## src/rtl/dual_timer_consts.svh

```systemverilog
`ifndef DUAL_TIMER_CONSTS_SVH
`define DUAL_TIMER_CONSTS_SVH

// ---------------------------------------------------------------
// register indices (byte address = 4 * index)
// ---------------------------------------------------------------
`define IDX_IRQ_CTRL     10'h088
`define IDX_TIMER_MODE   10'h089
`define IDX_T0_LOW       10'h08a
`define IDX_T1_LOW       10'h08b
`define IDX_T0_HIGH      10'h08c
`define IDX_T1_HIGH      10'h08d
`define IDX_EVT_STATUS   10'h090
`define IDX_EVT_MASK     10'h091

// ---------------------------------------------------------------
// field positions and reset values
// ---------------------------------------------------------------
`define CTRL_TYPE_BIT    0
`define CTRL_FLAG_BIT    1
`define CTRL_RUN0_BIT    4
`define CTRL_RUN1_BIT    6
`define EVT_IRQ0_BIT     0
`define EVT_T0_BIT       1
`define EVT_T1_BIT       2
`define RST_BYTE         8'h00
`define RST_EVT          3'h0
`define INT_CLK_DIV      12

`endif

```

## src/rtl/dual_timer_pkg.sv

```systemverilog
package dual_timer_pkg;
  typedef enum logic [1:0] {
    MODE_13BIT   = 2'b00,
    MODE_16BIT   = 2'b01,
    MODE_RELOAD8 = 2'b10,
    MODE_RSVD    = 2'b11
  } timer_mode_t;
endpackage

```

## src/rtl/dual_timer_counter.sv

```systemverilog
// Functional notes
// - ext irq 0 flag sets on the selected edge or level condition
// - edge mode: flag clears on vector ack; level mode: flag follows the inverse of the pin
// - type bit selects falling edge or low level for ext irq 0
// - mode register: upper nibble timer 1, lower nibble timer 0
// - gate set: count only while ext irq pin high and run bit set
// - gate clear: count whenever run bit set
// - select clear: count internal clock ticks
// - select set: count falling edges of the count-input pin
// - mode 00 13-bit, 01 16-bit, 10 8-bit reload, 11 reserved
// - mode 1: high and low bytes form one 16-bit up-counter
// - mode 2: low byte counts, reloaded from high byte
// - timer 0 low byte readable, writable, resets to zero
`timescale 1ns/1ps
`default_nettype none
`include "dual_timer_consts.svh"

module dual_timer_counter #(
  parameter int INT_DIV = `INT_CLK_DIV
) (
  // clock and reset
  input  wire logic        clk_sys,
  input  wire logic        srst,
  // apb slave
  input  wire logic        psel,
  input  wire logic        penable,
  input  wire logic        pwrite,
  input  wire logic [11:0] paddr,
  input  wire logic [31:0] pwdata,
  output logic      [31:0] prdata,
  output logic             pready,
  output logic             pslverr,
  // pins
  input  wire logic        ext_irq0_pin,
  input  wire logic        ext_irq1_pin,
  input  wire logic        t0_count_pin,
  input  wire logic        t1_count_pin,
  // cpu side
  input  wire logic        ext_irq0_vector_ack,
  output logic             irq
);
  import dual_timer_pkg::*;

  // ---------------------------------------------------------------
  // helpers
  // ---------------------------------------------------------------
  // returns {overflow, high, low} after one count step
  function automatic logic [16:0] step(input timer_mode_t m,
                                       input logic [7:0] hi,
                                       input logic [7:0] lo);
    logic [16:0] r;
    r = {1'b0, hi, lo};
    case (m)
      MODE_13BIT: begin
        if (lo[4:0] == 5'h1f) begin
          r[16:8] = {1'b0, hi} + 9'h001;
          r[7:0]  = {lo[7:5], 5'h00};
        end else begin
          r[7:0] = {lo[7:5], lo[4:0] + 5'h01};
        end
      end
      MODE_16BIT: r = {1'b0, hi, lo} + 17'h00001;
      MODE_RELOAD8: begin
        if (lo == 8'hff) r = {1'b1, hi, hi};
        else r[7:0] = lo + 8'h01;
      end
      default: r = {1'b0, hi, lo};
    endcase
    return r;
  endfunction

  function automatic logic hit(input logic [11:0] a,
                               input logic [9:0] idx);
    return a[11:2] == idx;
  endfunction

  // ---------------------------------------------------------------
  // pin synchronisers and edge detection
  // ---------------------------------------------------------------
  logic [3:0] pin_meta;
  logic [3:0] pin_sync;
  logic [3:0] pin_prev;
  logic       irq0_lvl;
  logic       irq1_lvl;
  logic       t0_fall;
  logic       t1_fall;
  logic       irq0_fall;

  always_ff @(posedge clk_sys) begin
    if (srst) begin
      pin_meta <= 4'hf;
      pin_sync <= 4'hf;
      pin_prev <= 4'hf;
    end else begin
      pin_meta <= {t1_count_pin, t0_count_pin, ext_irq1_pin, ext_irq0_pin};
      pin_sync <= pin_meta;
      pin_prev <= pin_sync;
    end
  end

  assign irq0_lvl  = pin_sync[0];
  assign irq1_lvl  = pin_sync[1];
  assign irq0_fall = pin_prev[0] & ~pin_sync[0];
  assign t0_fall   = pin_prev[2] & ~pin_sync[2];
  assign t1_fall   = pin_prev[3] & ~pin_sync[3];

  // ---------------------------------------------------------------
  // internal clock divider
  // ---------------------------------------------------------------
  localparam int DW = $clog2(INT_DIV + 1);
  logic [DW-1:0] div_cnt;
  logic          int_tick;

  // with INT_DIV of 1 the tick is high on every clock
  assign int_tick = (div_cnt == DW'(INT_DIV - 1));

  always_ff @(posedge clk_sys) begin
    if (srst) div_cnt <= '0;
    else if (int_tick) div_cnt <= '0;
    else div_cnt <= div_cnt + DW'(1);
  end

  // ---------------------------------------------------------------
  // register access decode
  // ---------------------------------------------------------------
  logic       wr;
  logic       mapped;
  logic [7:0] wbyte;
  // one write strobe per register
  logic       wr_ctrl;
  logic       wr_mode;
  logic       wr_t0_low;
  logic       wr_t1_low;
  logic       wr_t0_high;
  logic       wr_t1_high;
  logic       wr_status;
  logic       wr_mask;

  assign wr    = psel & penable & pwrite;
  assign wbyte = pwdata[7:0];
  assign wr_ctrl    = wr & hit(paddr, `IDX_IRQ_CTRL);
  assign wr_mode    = wr & hit(paddr, `IDX_TIMER_MODE);
  assign wr_t0_low  = wr & hit(paddr, `IDX_T0_LOW);
  assign wr_t1_low  = wr & hit(paddr, `IDX_T1_LOW);
  assign wr_t0_high = wr & hit(paddr, `IDX_T0_HIGH);
  assign wr_t1_high = wr & hit(paddr, `IDX_T1_HIGH);
  assign wr_status  = wr & hit(paddr, `IDX_EVT_STATUS);
  assign wr_mask    = wr & hit(paddr, `IDX_EVT_MASK);
  assign mapped = hit(paddr, `IDX_IRQ_CTRL) | hit(paddr, `IDX_TIMER_MODE) |
                  hit(paddr, `IDX_T0_LOW) | hit(paddr, `IDX_T1_LOW) |
                  hit(paddr, `IDX_T0_HIGH) | hit(paddr, `IDX_T1_HIGH) |
                  hit(paddr, `IDX_EVT_STATUS) | hit(paddr, `IDX_EVT_MASK);
  assign pready  = 1'b1;
  assign pslverr = psel & penable & ~mapped;

  // ---------------------------------------------------------------
  // control registers
  // ---------------------------------------------------------------
  logic [7:0] timer_mode_control;
  logic       ext_irq0_type_sel;
  logic [1:0] timer_run_bit;
  logic [2:0] evt_mask;

  always_ff @(posedge clk_sys) begin
    if (srst) timer_mode_control <= `RST_BYTE;
    else if (wr_mode)
      timer_mode_control <= wbyte;
  end

  always_ff @(posedge clk_sys) begin
    if (srst) begin
      ext_irq0_type_sel <= 1'b0;
      timer_run_bit     <= 2'b00;
    end else if (wr_ctrl) begin
      ext_irq0_type_sel <= wbyte[`CTRL_TYPE_BIT];
      timer_run_bit     <= {wbyte[`CTRL_RUN1_BIT], wbyte[`CTRL_RUN0_BIT]};
    end
  end

  always_ff @(posedge clk_sys) begin
    if (srst) evt_mask <= `RST_EVT;
    else if (wr_mask) evt_mask <= pwdata[2:0];
  end

  // ---------------------------------------------------------------
  // external interrupt 0 flag
  // ---------------------------------------------------------------
  logic ext_irq0_flag;
  logic irq0_set;

  // edge type: falling edge; level type: pin low
  assign irq0_set = ext_irq0_type_sel ? irq0_fall : ~irq0_lvl;

  always_ff @(posedge clk_sys) begin
    if (srst) ext_irq0_flag <= 1'b0;
    else if (!ext_irq0_type_sel) ext_irq0_flag <= ~irq0_lvl;
    else if (irq0_fall) ext_irq0_flag <= 1'b1;
    else if (ext_irq0_vector_ack) ext_irq0_flag <= 1'b0;
  end

  // ---------------------------------------------------------------
  // timers
  // ---------------------------------------------------------------
  logic [7:0]  timer0_count_low;
  logic [7:0]  timer1_count_low;
  logic [7:0]  timer0_count_high;
  logic [7:0]  timer1_count_high;
  logic [1:0]  enable;
  logic [1:0]  adv;
  logic [16:0] next_t0;
  logic [16:0] next_t1;
  logic [3:0]  nib0;
  logic [3:0]  nib1;

  assign nib0 = timer_mode_control[3:0];
  assign nib1 = timer_mode_control[7:4];

  // gate bit is nibble bit 3, select bit is nibble bit 2
  assign enable[0] = timer_run_bit[0] & (~nib0[3] | irq0_lvl);
  assign enable[1] = timer_run_bit[1] & (~nib1[3] | irq1_lvl);
  assign adv[0] = enable[0] & (nib0[2] ? t0_fall : int_tick);
  assign adv[1] = enable[1] & (nib1[2] ? t1_fall : int_tick);

  assign next_t0 = step(timer_mode_t'(nib0[1:0]),
                        timer0_count_high, timer0_count_low);
  assign next_t1 = step(timer_mode_t'(nib1[1:0]),
                        timer1_count_high, timer1_count_low);

  // software writes take priority over a count in the same cycle
  always_ff @(posedge clk_sys) begin
    if (srst) timer0_count_low <= `RST_BYTE;
    else if (wr_t0_low) timer0_count_low <= wbyte;
    else if (adv[0]) timer0_count_low <= next_t0[7:0];
  end

  always_ff @(posedge clk_sys) begin
    if (srst) timer0_count_high <= `RST_BYTE;
    else if (wr_t0_high) timer0_count_high <= wbyte;
    else if (adv[0]) timer0_count_high <= next_t0[15:8];
  end

  always_ff @(posedge clk_sys) begin
    if (srst) timer1_count_low <= `RST_BYTE;
    else if (wr_t1_low) timer1_count_low <= wbyte;
    else if (adv[1]) timer1_count_low <= next_t1[7:0];
  end

  always_ff @(posedge clk_sys) begin
    if (srst) timer1_count_high <= `RST_BYTE;
    else if (wr_t1_high) timer1_count_high <= wbyte;
    else if (adv[1]) timer1_count_high <= next_t1[15:8];
  end

  // ---------------------------------------------------------------
  // event status and interrupt
  // ---------------------------------------------------------------
  logic [2:0] evt_status;
  logic [2:0] evt_set;
  logic [2:0] evt_clr;
  logic [1:0] ovf;

  // a wrap of the 13-, 16- or 8-bit count on an advancing cycle
  assign ovf     = {adv[1] & next_t1[16], adv[0] & next_t0[16]};
  assign evt_set = {ovf, irq0_set};
  assign evt_clr = wr_status ? pwdata[2:0] : 3'h0;

  // set wins over a write-one-to-clear in the same cycle
  always_ff @(posedge clk_sys) begin
    if (srst) evt_status <= `RST_EVT;
    else evt_status <= (evt_status & ~evt_clr) | evt_set;
  end

  assign irq = |(evt_status & evt_mask);

  // ---------------------------------------------------------------
  // read data, captured in the setup cycle
  // ---------------------------------------------------------------
  logic [7:0] rbyte;

  always_comb begin
    rbyte = 8'h00;
    if (hit(paddr, `IDX_IRQ_CTRL)) begin
      rbyte[`CTRL_TYPE_BIT] = ext_irq0_type_sel;
      rbyte[`CTRL_FLAG_BIT] = ext_irq0_flag;
      rbyte[`CTRL_RUN0_BIT] = timer_run_bit[0];
      rbyte[`CTRL_RUN1_BIT] = timer_run_bit[1];
    end
    if (hit(paddr, `IDX_TIMER_MODE)) rbyte = timer_mode_control;
    if (hit(paddr, `IDX_T0_LOW)) rbyte = timer0_count_low;
    if (hit(paddr, `IDX_T1_LOW)) rbyte = timer1_count_low;
    if (hit(paddr, `IDX_T0_HIGH)) rbyte = timer0_count_high;
    if (hit(paddr, `IDX_T1_HIGH)) rbyte = timer1_count_high;
    if (hit(paddr, `IDX_EVT_STATUS)) rbyte = {5'h00, evt_status};
    if (hit(paddr, `IDX_EVT_MASK)) rbyte = {5'h00, evt_mask};
  end

  always_ff @(posedge clk_sys) begin
    if (srst) prdata <= 32'h0000_0000;
    else if (psel && !penable) prdata <= {24'h00_0000, rbyte};
  end

endmodule

`default_nettype wire

```

## config.mk

```make
export PLATFORM = sky130hd
export DESIGN_NAME = dual_timer_counter
export DESIGN_NICKNAME = d
export VERILOG_FILES = /design/src/rtl/dual_timer_pkg.sv /design/src/rtl/dual_timer_counter.sv
export VERILOG_INCLUDE_DIRS = /design/src /design/src/rtl
export SDC_FILE = /design/constraint.sdc
export NUM_CORES = 1
export LEC_CHECK = 0
export CELL_PAD_IN_SITES_DETAIL_PLACEMENT = 1
export CELL_PAD_IN_SITES_GLOBAL_PLACEMENT = 2
export CORE_MARGIN = 3
export CORE_UTILIZATION = 35
export CTS_BUF_LIST = sky130_fd_sc_hd__clkbuf_2
export DETAILED_ROUTE_END_ITERATION = 12
export DONT_BUFFER_PORTS = 1
export PLACE_DENSITY_LB_ADDON = 0.1
export SLEW_MARGIN = 10
export SYNTH_ARGS = -nofsm -noshare
export SYNTH_HDL_FRONTEND = slang
export SYNTH_SLANG_ARGS = --single-unit
export TNS_END_PERCENT = 10
```

## constraint.sdc

```tcl
create_clock -name clk_sys -period 2.35 [get_ports clk_sys]
set_input_delay 0.235 -clock clk_sys [delete_from_list [all_inputs] [get_ports clk_sys]]
set_output_delay 0.235 -clock clk_sys [all_outputs]
set_load 0.01 [all_outputs]
```

==> key figures, run 1 <==
Status
  • Outcome: finished clean

Synth
  • Most instantiated library cell after synthesis: dfxtp_1
  • Post-synth cell types: 74
  • Area leader, netlist: dfxtp_1
  • Syn_area_per_cell: 7.903 um^2
  • Post-synth EDFFs: 0
  • Post-synthesis register bit count: 73
  • Post-synth ARST share: 0
  • Area share of the largest cell type after synthesis: 0.3113
  • Mapped Area: 4695 um^2
  • Area contributors post-synth: dfxtp_1 (31%), nor2_1 (5.4%), mux2i_1 (4.7%), nand2_1 (4.4%), a21oi_1 (4.2%)
  • Top cell types by occurrence after synthesis: dfxtp_1 (73), nor2_1 (67), nand2_1 (55), a21oi_1 (39), clkbuf_1 (27)
  • Primary FF master, synth: dfxtp_1
  • Seq/Total Area, Yosys: 0.3113
  • Yosys warnings: 0
  • Post-synthesis instance total: 594

STA
  • Unrepaired setup endpoints after global routing: yes
  • Final Hold Vio Count: 0
  • # setup viols final: 0
  • Final Skew: 0.04459 ns
  • Hold_ws: 0.05862 ns
  • Fin. max-slew vios: 0
  • Slew headroom: 0.5399
  • Period utilization: 0.9407
  • Setup TNS: 0 ns
  • Final min period: 2.211 ns
  • Maximum operating frequency: 452.4 MHz
  • Slew @ Worst Pin: 0.6879 ns

Worst hold path
  • Min-Delay Endpoint: evt_status[0]
  • Hold_sp: paddr[11]
  • Worst hold stages: 5
  • Worst hold path type: in2reg

Clock tree
  • H-tree lvl count: 3
  • Num Clock Sinks: 73
  • Clock transition at the registers of the reported paths: 0.24 ns
  • Maximum root-to-sink buffer count: 2
  • TritonCTS Buffers: 9
  • Clk Latency, worst-skew pair: 0.59 ns
  • CTS Root Cell: clkbuf_2
  • TritonCTS clock tree: built

Drt
  • Antenna Nets Post-Route: 0
  • Via Count: 4618
  • DRC violations left: 0
  • Initial DRC count: 399
  • Post-DR wirelength/cell: 21.64 um
  • Vias per cell: 5.802
  • First-pass detailed-route iteration total: 5
  • Final WL: 17230 um

Setup path
  • Crit start category: flop
  • Critical R2R Capture: timer1_count_high[1]
  • Crit path capture type: flop
  • RR Startpoint: timer1_count_low[0]
  • Slowest CP cell: dfxtp_2
  • Required time worst endpoint: 2.88 ns
  • CP cell instances: ha_2 -> and3_1 -> ha_1 -> nor3b_2 -> nor2_1 -> or3_1 -> a311o_1 -> a31oi_1
  • Worst EP arrival: 2.74 ns
  • Critical path class: reg2reg
  • Crit Path Max Fanout: 3
  • Path depth of the worst reg2reg path: 8
  • Crit-path max cell delay: 0.39 ns
  • R2R Setup Slk: 0.14 ns

GRT
  • Met3 usage in global routing: 0.04782
  • Antenna violations before repair: 3
  • GR Layer Usage met2: 0.3629
  • Global-route wire length before repair: 26620 um
  • Pin count of the biggest net entering global routing: 78
  • Grt peak-use layer: met2
  • All-Layer GR Usage: 0.2374
  • M1 GR Usage: 0.3337
  • Remaining global-route overflow: 0
  • Vias in the first global route: 4569

Die
  • Num rows: 41
  • Die width: 121.8 um
  • Die height: 121.8 um
  • Core Area: 12880 um^2
  • Die area: 14840 um^2
  • Total I/O pin count: 89
  • Starting Density: 0.3646

Place
  • Port Buffer Count: 0
  • Dpl hpwl: 11990 um
  • Placed insts: 756
  • Global placement routability congestion: 0.8995

Power and ir drop
  • Total power draw: 2.334 mW
  • Worst VDD drop: 0.2556 mV
  • Power density cells: 441.2 nW/um^2
  • Leakage: 1.819 nW

Final layout
  • Final Core Density: 0.4108
  • Fin cells: 796
  • Post-layout nets: 677
  • Fraction of layout cells with a size suffix above 1: 0.1385
  • FILL cells: 1582
  • Synthesis-to-layout area growth: 12.69%

Flow run
  • Max Cap Violations: 0
## where the power goes
group	total [mW]	internal, mW	switching, mW
logic	0.170	0.0589	0.111
clock network	0.898	0.360	0.538
registers	1.27	1.26	0.00930
## cell type report
cell class                 instances  area [um^2]  share of cell area
antenna                            3        7.507            0.001419
clock buffer                      10        50.05            0.009461
clock inverter                     6        90.09             0.01703
inverter                          14        52.55            0.009934
multi-input combinational        471         2975              0.5624
sequential                        73         1464              0.2767
tap                              172        215.2             0.04068
timing repair buffer              47        435.4             0.08231
## through the flow
step,setup slack (ns),area (um^2)
final,0.1395,5290
after global placement,0.1894,4887
after detailed placement,0.1039,4887
after CTS,0.09945,5255
after global routing,-0.02939,5290
after floorplan,0.1124,4786
## worst max path at each step
| stage | startpoint | end | slack (ns) | depth (start not counted) |
|---|---|---|---|---|
| floorplan | timer1_count_low[0] | timer1_count_high[1] | 0.11 | 8 |
| global placement | timer1_count_low[0] | timer1_count_high[1] | 0.19 | 8 |
| detailed placement | timer0_count_low[0] | timer0_count_high[6] | 0.10 | 9 |
| CTS | timer1_count_low[0] | timer1_count_high[1] | 0.1 | 8 |
| global route | timer1_count_low[0] | timer1_count_high[3] | -0.03 | 10 |
| finish | timer1_count_low[0] | timer1_count_high[1] | 0.14 | 8 |
## layout by cell type (no fill, tap or decap), types with 8 or more instances in the layout
cell / n
dfxtp_1: 71
nor2_1: 67
nand2_1: 55
a21oi_1: 38
conb_1: 25
buf_4: 25
o21ai_0: 23
mux2i_1: 22
nor3_1: 21
dlygate4sd3_1: 20
nand3_1: 15
or2_2: 14
inv_1: 14
xnor2_1: 13
a31oi_1: 10
clkbuf_2: 10
o22ai_1: 9
and3_1: 8
or3_1: 8
nor2b_1: 8
and2_1: 8
## worst max-delay path, delay by kind of cell (launching register included)
family / cells / cell delay (ns)
compound gates: 2 / 0.51
flops: 1 / 0.39
fa+ha+maj: 2 / 0.40
simple gates: 4 / 0.88
## logic make-up (layout without fill, tap and decap cells)
kind of cell / Yosys count / after routing / share of synthesized area
other: 2 / 28 / 0.001600
muxes: 28 / 28 / 0.06610
DFF: 73 / 73 / 0.3113
buffers and inverters: 73 / 77 / 0.07969
adders and majority gates: 7 / 7 / 0.01866
xor gates and xnor gates: 16 / 16 / 0.02985
and+or+nand+nor: 242 / 242 / 0.2641
AOI/OAI and AO/OA: 153 / 153 / 0.2287
## what timing repair did
item | in CTS | in global routing
resized for setup | 0 | 8
endpoints found under the hold margin | 73 | 0
hold buffers | 21 | 0
endpoints found under the setup margin | 0 | 10
buffers inserted | 0 | 0
## flip-flops by register name, summed over array words and instances (netlist names), 8 cells and up
name	count
prdata	8
timer0_count_high	8
timer0_count_low	8
timer1_count_high	8
timer1_count_low	8
timer_mode_control	8
## metal layers
layer | vias up | routed length (um)
met3 | 23 | 1174
li1 | 2170 | -
met2 | 164 | 7579
met1 | 2261 | 8144
met5 | - | 0
met4 | 0 | 328
No activity file was read; power rests on OpenSTA's default activity.
==> inputs of run 2 (changes only) <==
--- a/config.mk
+++ b/config.mk
@@ -6,7 +6,7 @@
 export SDC_FILE = /design/constraint.sdc
 export NUM_CORES = 1
 export LEC_CHECK = 0
-export CELL_PAD_IN_SITES_DETAIL_PLACEMENT = 1
+export CELL_PAD_IN_SITES_DETAIL_PLACEMENT = 0
 export CELL_PAD_IN_SITES_GLOBAL_PLACEMENT = 2
 export CORE_MARGIN = 3
 export CORE_UTILIZATION = 35
==> run 2 against run 1 <==
Count of clock-buffer cells in the layout is 1 lower. Largest cell class unchanged. Worst hold slack got worse by 0.0037 ns. Global-route usage decreased by 1.6 points. Sequential cell count unchanged. Maximum frequency decreased by 3.7%.
==> key figures, run 2 (synthesis gave the netlist of run 1 again) <==
Status
  • Outcome: finished clean

Clock tree
  • TritonCTS clock tree: built
  • Setup bufs post-CTS: 0
  • TritonCTS Buffers: 9
  • Clk Latency, worst-skew pair: 0.58 ns
  • CTS Root Cell: clkbuf_2
  • H-tree lvl count: 3
  • Maximum root-to-sink buffer count: 2
  • Clock transition at the registers of the reported paths: 0.23 ns
  • Num Clock Sinks: 73

Place
  • Port Buffer Count: 0
  • Global placement routability congestion: 0.8995
  • Dpl hpwl: 11140 um

Flow run
  • Max Cap Violations: 0

STA
  • Final Skew: 0.02923 ns
  • Period utilization: 0.9769
  • # setup viols final: 0
  • Slew @ Worst Pin: 0.6938 ns
  • Final min period: 2.296 ns
  • Maximum operating frequency: 435.6 MHz
  • Slew headroom: 0.5360
  • Unrepaired setup endpoints after global routing: no
  • Setup TNS: 0 ns
  • Final Hold Vio Count: 0
  • Fin. max-slew vios: 0

Drt
  • First-pass detailed-route iteration total: 5
  • Final WL: 16360 um
  • DRC violations left: 0
  • Initial DRC count: 334
  • Antenna Nets Post-Route: 0
  • Vias per cell: 5.738
  • Post-DR wirelength/cell: 20.48 um
  • Via Count: 4585

Power and ir drop
  • Total power draw: 2.149 mW
  • Sw frac: 0.2800
  • Worst VDD drop: 0.2462 mV
  • Power share of the combinational group: 0.076
  • Sw Pwr: 0.6018 mW
  • Int Pwr: 1.548 mW
  • Power density cells: 405.2 nW/um^2
  • Sequential power share: 0.589
  • Leakage: 1.826 nW
  • Clk pwr share: 0.335

GRT
  • Vias in the first global route: 4189
  • Antenna violations before repair: 2
  • Pin count of the biggest net entering global routing: 78
  • Remaining global-route overflow: 0
  • Global-route wire length before repair: 24790 um
  • All-Layer GR Usage: 0.2219

Setup path
  • Crit start category: input port
  • Worst EP arrival: 2.84 ns
  • Required time worst endpoint: 2.90 ns
  • Crit Path Max Fanout: 21
  • CP cell instances: dlygate4sd3_1 -> nor3_1 -> nand3_1 -> dlygate4sd3_1 -> a21oi_1 -> dlygate4sd3_1
  • Critical path class: in2reg
  • Crit path capture type: flop
  • Crit-path max cell delay: 0.80 ns
  • Slowest CP cell: dlygate4sd3_1
  • Crit path top cell by count: dlygate4sd3_1

Die
  • Starting Density: 0.3646
  • Die height: 121.8 um
  • Die area: 14840 um^2
  • Num rows: 41
  • Total I/O pin count: 89
  • Die width: 121.8 um
  • Core Area: 12880 um^2

Final layout
  • Most common cell after layout, fill and taps aside: dfxtp_1
  • FF+latch area: 1461 um^2
  • Commonest non-fill, non-tap cells in the layout: dfxtp_1 (73), nor2_1 (67), nand2_1 (55)
  • Synthesis-to-layout area growth: 12.98%
  • Post-layout nets: 682
  • Fraction of layout cells with a size suffix above 1: 0.1280
  • FILL cells: 1347
  • Multi-input combinational cell area: 2979 um^2

Worst hold path
  • Worst hold path type: in2reg
[run 2: stage by stage]
stage          worst slack (ns)  hold WS, ns  area [um^2]    util  std cells
4_1_cts                 0.07033     0.002136         5270  0.4093        797
2_1_floorplan            0.1124       0.3388         4786       -        617
6_report                0.05419      0.05496         5304  0.4119        799
5_1_grt                0.001478      0.01178         5304  0.4119        799
3_3_place_gp             0.1894       0.3090         4887  0.3796        756
3_5_place_dp             0.1405       0.3091         4887  0.3796        756
[run 2: critical path, delay by kind of cell]
family,cells,cell delay [ns]
buf+inv,3,1.94
simple gates,2,0.53
compound gates,1,0.12
[run 2: layout make-up]
class / instances / area share
Multi-Input combinational cell: 471 / 0.5617
Sequential cell: 73 / 0.2755
Timing Repair Buffer: 52 / 0.09153
Tap cell: 172 / 0.04058
Clock inverter: 6 / 0.01132
Inverter: 14 / 0.009908
Clock buffer: 9 / 0.008493
Antenna cell: 2 / 0.0009436
[run 2: layer usage]
layer | GRT usage | up-vias | wire length (um)
met5 | 0 | - | 0
met4 | 0.05252 | 0 | 265
met3 | 0.05200 | 19 | 1244
met2 | 0.3339 | 195 | 7173
met1 | 0.3215 | 2179 | 7680
li1 | - | 2192 | -
[run 2: power groups by stage]
stage | registers, mW | clock network, mW | logic [mW]
after floorplan | 1.29 | 0 | 0.130
after detailed placement | 1.29 | 0 | 0.0780
after CTS | 1.27 | 0.755 | 0.163
after global routing | 1.27 | 0.795 | 0.176
final | 1.27 | 0.721 | 0.164
after global placement | 1.29 | 0 | 0.0772
[run 2: repair_timing]
item                       4_1_cts  5_1_grt
hold buffers                    26        0
resized for setup                0        5
setup endpoints to repair        0        5
hold endpoints to repair        73        0
[run 2: final timing paths]
check | from | end | slack, ns | depth (start not counted)
setup / recovery | paddr[2] | timer_run_bit[1] | 0.05 | 6
hold / removal | paddr[2] | prdata[0] | 0.05 | 4
setup reg to reg | timer0_count_low[0] | timer0_count_high[4] | 0.16 | 9
hold reg to reg | pin_meta[1] | pin_sync[1] | 0.43 | 1
